==> config.mk <==
export PLATFORM = sky130hd
export DESIGN_NAME = uhlp_regs
export DESIGN_NICKNAME = d
export VERILOG_FILES = /design/src/hdl/uhlp_pkg.sv /design/src/hdl/uhlp_regs.sv
export SDC_FILE = /design/constraint.sdc
export NUM_CORES = 1
export LEC_CHECK = 0
export BUFFER_PORTS_ARGS = -buffer_cell sky130_fd_sc_hd__buf_2
export CAP_MARGIN = 20
export CORE_MARGIN = 2
export CORE_UTILIZATION = 55
export CTS_CLUSTER_DIAMETER = 100
export CTS_CLUSTER_SIZE = 30
export DETAILED_ROUTE_END_ITERATION = 10
export PLACE_DENSITY = 0.85
export SLEW_MARGIN = 25
export SYNTH_ARGS = -nofsm -noshare
export SYNTH_HDL_FRONTEND = slang
export SYNTH_SLANG_ARGS = --single-unit
==> constraint.sdc <==
create_clock -name i_clock -period 2.5 [get_ports i_clock]
set_clock_uncertainty 0.1 [all_clocks]
set_input_delay 0.25 -clock i_clock [delete_from_list [all_inputs] [get_ports i_clock]]
set_output_delay 0.25 -clock i_clock [all_outputs]
set_load 0.05 [all_outputs]
==> src/hdl/uhlp_pkg.sv <==
// package of register map, field layout and carriers for the list pointer bank
package uhlp_pkg;

    // ------------------------------------------------------------------
    // register offsets
    // ------------------------------------------------------------------
    localparam logic [7:0]  OFS_BULK_HEAD    = 8'h28;
    localparam logic [7:0]  OFS_BULK_CURRENT = 8'h2c;
    localparam logic [7:0]  OFS_DONE_HEAD    = 8'h30;
    localparam logic [7:0]  OFS_FRAME_INTV   = 8'h34;

    // ------------------------------------------------------------------
    // field layout and reset values
    // ------------------------------------------------------------------
    localparam int          PTR_LSB          = 4;
    localparam int          PTR_W            = 28;
    localparam logic [3:0]  PTR_RSVD         = 4'h0;
    localparam logic [31:0] PTR_RESET        = 32'h0000_0000;
    localparam int          FI_LSB           = 0;
    localparam int          FI_W             = 14;
    localparam int          LP_LSB           = 16;
    localparam int          LP_W             = 15;
    localparam int          TOG_BIT          = 31;
    localparam logic [13:0] FI_NOMINAL       = 14'h2edf;
    localparam logic [14:0] LP_RESET         = 15'h0000;
    localparam int          CLF_BIT          = 1;
    localparam int          BLE_BIT          = 5;

    // ------------------------------------------------------------------
    // carriers
    // ------------------------------------------------------------------
    typedef struct packed {
        logic        read;
        logic        write;
        logic [7:0]  addr;
        logic [31:0] wdata;
    } uhlp_reg_req_s;

    typedef struct packed {
        logic             served;
        logic             at_end;
        logic             sof;
        logic [PTR_W-1:0] next_ptr;
    } uhlp_bulk_evt_s;

    typedef struct packed {
        logic             done;
        logic [PTR_W-1:0] td_addr;
        logic             flush;
    } uhlp_done_evt_s;

endpackage : uhlp_pkg

==> src/hdl/uhlp_regs.sv <==
// bulk current pointer, done queue head and frame interval registers
module uhlp_regs (
    input  wire logic                    i_clock,
    input  wire logic                    i_sys_rst,
    input  wire uhlp_pkg::uhlp_reg_req_s i_req,
    output logic [31:0]                  o_rdata,
    input  wire logic [31:0]             i_control,
    input  wire logic [31:0]             i_cmd_status,
    output logic                         o_list_filled_clear,
    input  wire uhlp_pkg::uhlp_bulk_evt_s i_bulk_evt,
    output logic [uhlp_pkg::PTR_W-1:0]   o_bulk_current_addr,
    input  wire uhlp_pkg::uhlp_done_evt_s i_done_evt,
    output logic [31:0]                  o_td_link_value,
    output logic                         o_td_link_valid,
    output logic [31:0]                  o_shared_comm_area_value,
    output logic                         o_shared_comm_area_valid,
    output logic [uhlp_pkg::FI_W-1:0]    o_frame_interval_bits,
    output logic [uhlp_pkg::LP_W-1:0]    o_packet_counter_load
);
    import uhlp_pkg::*;

    // ------------------------------------------------------------------
    // decode helpers
    // ------------------------------------------------------------------
    function automatic logic hit(input uhlp_reg_req_s r,
                                 input logic [7:0] ofs);
        hit = r.addr == ofs;
    endfunction : hit

    function automatic logic [31:0] ptr_word(input logic [PTR_W-1:0] p);
        ptr_word = {p, PTR_RSVD};
    endfunction : ptr_word

    // ------------------------------------------------------------------
    // register state
    // ------------------------------------------------------------------
    logic [PTR_W-1:0] bulk_current_addr;
    logic [PTR_W-1:0] bulk_list_head;
    logic [PTR_W-1:0] completed_descriptor_addr;
    logic [FI_W-1:0]  frame_interval_bits;
    logic [LP_W-1:0]  largest_packet_bits;
    logic             interval_toggle;
    logic             bulk_list_enable;
    logic             list_filled_flag;
    logic             bulk_list_end;
    logic             bulk_reload;
    logic             bulk_sw_write;
    logic             head_sw_write;
    logic [31:0]      next_rdata;

    // ------------------------------------------------------------------
    // control inputs and event decode
    // ------------------------------------------------------------------
    assign bulk_list_enable = i_control[BLE_BIT];
    assign list_filled_flag = i_cmd_status[CLF_BIT];
    // a served descriptor whose link is zero closes the list
    assign bulk_list_end    = i_bulk_evt.at_end ||
                              (i_bulk_evt.served &&
                               i_bulk_evt.next_ptr == '0);
    assign bulk_reload      = bulk_list_end && list_filled_flag;
    // current pointer writes land only while the list engine is stopped
    assign bulk_sw_write    = i_req.write &&
                              hit(i_req, OFS_BULK_CURRENT) &&
                              !bulk_list_enable;
    assign head_sw_write    = i_req.write && hit(i_req, OFS_BULK_HEAD);

    // ------------------------------------------------------------------
    // bulk head copy
    // ------------------------------------------------------------------
    // head pointer mirrors the value written at its own offset
    always_ff @(posedge i_clock) begin
        if (i_sys_rst) begin
            bulk_list_head <= PTR_RESET[31:PTR_LSB];
        end else if (head_sw_write) begin
            bulk_list_head <= i_req.wdata[31:PTR_LSB];
        end
    end

    // ------------------------------------------------------------------
    // bulk current pointer
    // ------------------------------------------------------------------
    always_ff @(posedge i_clock) begin
        if (i_sys_rst) begin
            bulk_current_addr <= PTR_RESET[31:PTR_LSB];
        end else if (bulk_reload) begin
            bulk_current_addr <= bulk_list_head;
        end else if (i_bulk_evt.served) begin
            bulk_current_addr <= i_bulk_evt.next_ptr;
        end else if (bulk_sw_write) begin
            bulk_current_addr <= i_req.wdata[31:PTR_LSB];
        end
        // at_end with the flag clear leaves the pointer alone; a served zero link loads zero while the flag is clear
        // no reload at sof: pointer simply persists
    end

    // clear request to the command status register, one cycle wide
    always_ff @(posedge i_clock) begin
        if (i_sys_rst) begin
            o_list_filled_clear <= 1'b0;
        end else begin
            o_list_filled_clear <= bulk_reload;
        end
    end

    // ------------------------------------------------------------------
    // done queue head
    // ------------------------------------------------------------------
    always_ff @(posedge i_clock) begin
        o_td_link_valid          <= 1'b0;
        o_shared_comm_area_valid <= 1'b0;
        if (i_sys_rst) begin
            completed_descriptor_addr <= PTR_RESET[31:PTR_LSB];
            o_td_link_value           <= '0;
            o_shared_comm_area_value  <= '0;
        // flush wins over a completion in the same cycle
        end else if (i_done_evt.flush) begin
            o_shared_comm_area_value  <= ptr_word(completed_descriptor_addr);
            o_shared_comm_area_valid  <= 1'b1;
            completed_descriptor_addr <= '0;
        end else if (i_done_evt.done) begin
            o_td_link_value           <= ptr_word(completed_descriptor_addr);
            o_td_link_valid           <= 1'b1;
            completed_descriptor_addr <= i_done_evt.td_addr;
        end else if (i_req.write && hit(i_req, OFS_DONE_HEAD)) begin
            completed_descriptor_addr <= i_req.wdata[31:PTR_LSB];
        end
    end

    // ------------------------------------------------------------------
    // frame interval
    // ------------------------------------------------------------------
    always_ff @(posedge i_clock) begin
        if (i_sys_rst) begin
            frame_interval_bits <= FI_NOMINAL;
            largest_packet_bits <= LP_RESET;
            interval_toggle     <= 1'b0;
        end else if (i_req.write && hit(i_req, OFS_FRAME_INTV)) begin
            frame_interval_bits <= i_req.wdata[FI_LSB +: FI_W];
            largest_packet_bits <= i_req.wdata[LP_LSB +: LP_W];
            interval_toggle     <= i_req.wdata[TOG_BIT];
        end
    end

    // ------------------------------------------------------------------
    // frame values applied at sof
    // ------------------------------------------------------------------
    // written fields wait for the next sof before they take effect
    always_ff @(posedge i_clock) begin
        if (i_sys_rst) begin
            o_frame_interval_bits <= FI_NOMINAL;
            o_packet_counter_load <= LP_RESET;
        end else if (i_bulk_evt.sof) begin
            o_frame_interval_bits <= frame_interval_bits;
            o_packet_counter_load <= largest_packet_bits;
        end
    end

    // ------------------------------------------------------------------
    // bulk pointer output copy
    // ------------------------------------------------------------------
    always_ff @(posedge i_clock) begin
        if (i_sys_rst) begin
            o_bulk_current_addr <= '0;
        end else begin
            o_bulk_current_addr <= bulk_current_addr;
        end
    end

    // ------------------------------------------------------------------
    // read port
    // ------------------------------------------------------------------
    // unmapped offsets and idle cycles read as zero
    always_comb begin
        next_rdata = '0;
        if (i_req.read) begin
            if (hit(i_req, OFS_BULK_CURRENT)) begin
                next_rdata = ptr_word(bulk_current_addr);
            end else if (hit(i_req, OFS_DONE_HEAD)) begin
                next_rdata = ptr_word(completed_descriptor_addr);
            end else if (hit(i_req, OFS_FRAME_INTV)) begin
                next_rdata = {interval_toggle, largest_packet_bits, 2'h0,
                              frame_interval_bits};
            end
        end
    end

    always_ff @(posedge i_clock) begin
        if (i_sys_rst) begin
            o_rdata <= '0;
        end else begin
            o_rdata <= next_rdata;
        end
    end

endmodule : uhlp_regs
==> flow_summary.rst <==
.. list-table::
   :header-rows: 1

   * - Metric
     - Value
   * - Run status
     - complete, no violations
   * - Final Slew Violations
     - 0
   * - Post-CTS Hold Buffers
     - 59
   * - I/O pin count
     - 325
   * - Overall die height
     - 140 µm
   * - Power per cell area
     - 597 nW/µm²
   * - Sequential element share of the synthesized area
     - 0.513
   * - Number of setup buffers added after CTS
     - 0
   * - Hold Fails Final Rpt
     - 0
   * - Clock tree from TritonCTS
     - yes
   * - Total die area
     - 19,700 µm²
   * - Endpoint type of the worst setup path
     - flop
   * - Num CTS Buffers
     - 12
   * - DRC violation count after routing
     - 0
   * - Fin nets
     - 1,540
   * - Count of nets left with antenna violations after detail routing
     - 0
   * - Global placer's final weighted congestion
     - 0.820
   * - Number of global-route vias before repair
     - 8,875
   * - Cell count after synthesis
     - 1,115
   * - Proportion of netlist area held by the largest area contributor
     - 0.513
   * - Buffers plus inverters on the worst setup path
     - 1
   * - Cells traversed along the worst timing path
     - buf_2, nor4b_4, and4_1, or3_1, a32o_1
   * - Number of setup violations in the final report
     - 0
   * - Number of clock sinks
     - 262
   * - Site Rows
     - 49
   * - Fmax
     - 539 MHz
   * - Main area contributors after synthesis
     - dfxtp_1 (51%), mux2i_1 (7.2%), nand2_1 (5.3%)
   * - Leakage
     - 5.41 nW
   * - Layout overhead on the synthesized area
     - 22.6%
   * - Top cell family by delay on the critical path
     - simple AND/OR/NAND/NOR gates
   * - Detailed-route via count
     - 9,310
   * - Worst hold slack across all endpoints
     - 20.3 ps
   * - Setup repair after global routing missed its margin
     - false
   * - Buffer levels on the longest clock path
     - 3
   * - Worst slew margin relative to its limit
     - 0.307
   * - Maximum capacitance violations
     - 0
   * - Via density per instance
     - 5.82
   * - Tightest Hold Check Type
     - in2reg
   * - Worst ir drop on vdd
     - 498 µV
   * - Filler instances
     - 1,358
   * - Post-synthesis cell area
     - 10,200 µm²
   * - Dpl hpwl
     - 20,400 µm
   * - Routed wire length
     - 31,200 µm
   * - Global router's overall resource usage
     - 0.302
   * - Die boundary width
     - 140 µm
   * - Number of violations reported at the end of detailed-routing iteration 0
     - 806
   * - Number of I/O port buffers
     - 254
   * - Number of flops mapped to enable cells by yosys
     - 0
   * - Crit-path slowest cell
     - and4_1
   * - Synth async-reset ratio
     - 0
   * - Dominant cell type by area after synthesis
     - dfxtp_1
   * - Fin Setup TNS
     - 0 ps
   * - Pin count of the biggest net entering global routing
     - 84
   * - First-pass iteration count of the detailed router
     - 5
   * - Initial Util
     - 0.566
   * - Antenna violations before repair
     - 2
   * - Actual slew at the worst max-slew pin
     - 1040 ps
   * - Syn Area/Cell
     - 9.18 µm²
   * - Top flip-flop cell by instance count after synthesis
     - dfxtp_1
   * - Final worst path period need
     - 1860 ps
   * - Arrival @ worst endpoint
     - 2180 ps
   * - GRT Residual Overflow
     - 0
   * - Mean routed wirelength per cell
     - 19.5 µm
   * - Number of distinct library cells after synthesis
     - 37
   * - Most common cell after layout, fill and taps aside
     - dfxtp_1
   * - Critical path class
     - in2reg
   * - Maximum fanout along the worst path
     - 28
   * - Core Area
     - 18,100 µm²
   * - Number of storage elements in the synthesis netlist
     - 262
   * - CTS HTree Levels
     - 1
   * - Crit share post-route
     - 0.743
   * - Wire length of the first global-routing pass
     - 47,800 µm
   * - Startpoint types
     - input port
   * - CTS root buf
     - clkbuf_16
   * - Largest stage delay, worst path
     - 960 ps
   * - Clk pin slew, worst setup/hold paths
     - 110 ps
   * - Required time reported for the critical path endpoint
     - 2830 ps
   * - Quantity of gates resized following cts
     - 0
   * - Clock latency at the later pin of the worst-skew pair
     - 490 ps
   * - Synthesis Warnings
     - 0
   * - Commonest cells after routing, fill and taps aside
     - dfxtp_1 (262), buf_2 (253), nand2_1 (145), nor2_1 (103), a21oi_1 (75)
   * - Share of final-layout standard cells stronger than drive strength 1
     - 0.222
layout make-up:
cell class | count | area (µm²) | area share
inverter | 28 | 105 | 0.00838
antenna | 1 | 2.50 | 0.000199
clock inverter | 1 | 8.76 | 0.000698
multi-input combinational | 726 | 4460 | 0.355
timing repair buffer | 341 | 2120 | 0.169
tap | 229 | 287 | 0.0228
sequential | 262 | 5250 | 0.418
clock buffer | 13 | 325 | 0.0259
where the power goes:
part / switching (mW) / leakage, nW / internal (mW) / total [mW]
clock: 1.29 / 0.165 / 0.949 / 2.24
combinational: 0.588 / 3.12 / 0.332 / 0.920
sequential: 0.0665 / 2.13 / 4.27 / 4.34
total: 1.94 / 5.41 / 5.55 / 7.49
synth_stat cells, types with 2 or more instances:
master and count:
nand3_1 2, dfxtp_1 262, inv_1 28, nand2b_1 3, buf_6 2, clkbuf_1 68, a22o_1 26, buf_1 8
and4_1 6, nor4b_1 2, a32o_1 28, mux2i_1 74, nand2_1 145, a211oi_1 28, and3_1 3, buf_4 13
nor2b_1 74, nor2_1 103, a32oi_1 2, nand3b_1 11, nor4_1 5, a31oi_1 28, a22oi_1 26, nand4_1 2
or3_1 56, a211o_1 11, buf_2 15, a21oi_1 75
cells by family after synthesis:
kind of cell           after synthesis  share of synthesized area
other                                1                   0.000367
flip-flops                         262                      0.513
AO/OA/AOI/OAI                      225                      0.155
multiplexers                        74                     0.0724
buffers and inverters              134                     0.0572
AND/OR/NAND/NOR                    419                      0.203
layer usage:
layer	part of all wire	vias up	global-route usage
met2	0.47	491	0.504
met5	0.00042	-	0
met4	0.024	2	0.0824
met1	0.42	4420	0.417
met3	0.082	64	0.0379
li1	-	4333	-
worst min-delay path, stage by stage:
cell and delay, ps:
buf_2 100, nor2b_1 140, a211oi_1 60
final timing paths:
kind	start	to	slack (ps)	depth (start not counted)
setup / recovery	i_req[33]	bulk_current_addr[10]	640	5
hold reg to reg	o_td_link_value[15]	o_td_link_value[15]	360	2
setup reg to reg	largest_packet_bits[11]	largest_packet_bits[11]	1210	3
hold / removal	i_done_evt[13]	completed_descriptor_addr[12]	20	3
sequential cells by signal, summed over array words and instances, names as in the netlist, 14 cells and up:
| register | flops |
|---|---|
| bulk_current_addr | 28 |
| bulk_list_head | 28 |
| completed_descriptor_addr | 28 |
| frame_interval_bits | 14 |
| largest_packet_bits | 15 |
| o_bulk_current_addr | 28 |
| o_frame_interval_bits | 14 |
| o_packet_counter_load | 15 |
| o_rdata | 32 |
| o_shared_comm_area_value | 28 |
| o_td_link_value | 28 |
stage by stage:
| stage | setup WS, ps | area [µm²] | std cells | util | total power, mW |
|---|---|---|---|---|---|
| final | 643 | 12500 | 1601 | 0.694 | 7.49 |
| after global placement | 255 | 11600 | 1527 | 0.643 | 5.24 |
| after detailed placement | 176 | 11600 | 1527 | 0.643 | 5.26 |
| after global routing | 611 | 12500 | 1600 | 0.694 | 7.71 |
| after CTS | 680 | 12500 | 1600 | 0.694 | 7.50 |
| after floorplan | 790 | 10300 | 1122 | - | 4.96 |
No activity file was read; power rests on OpenSTA's default activity.
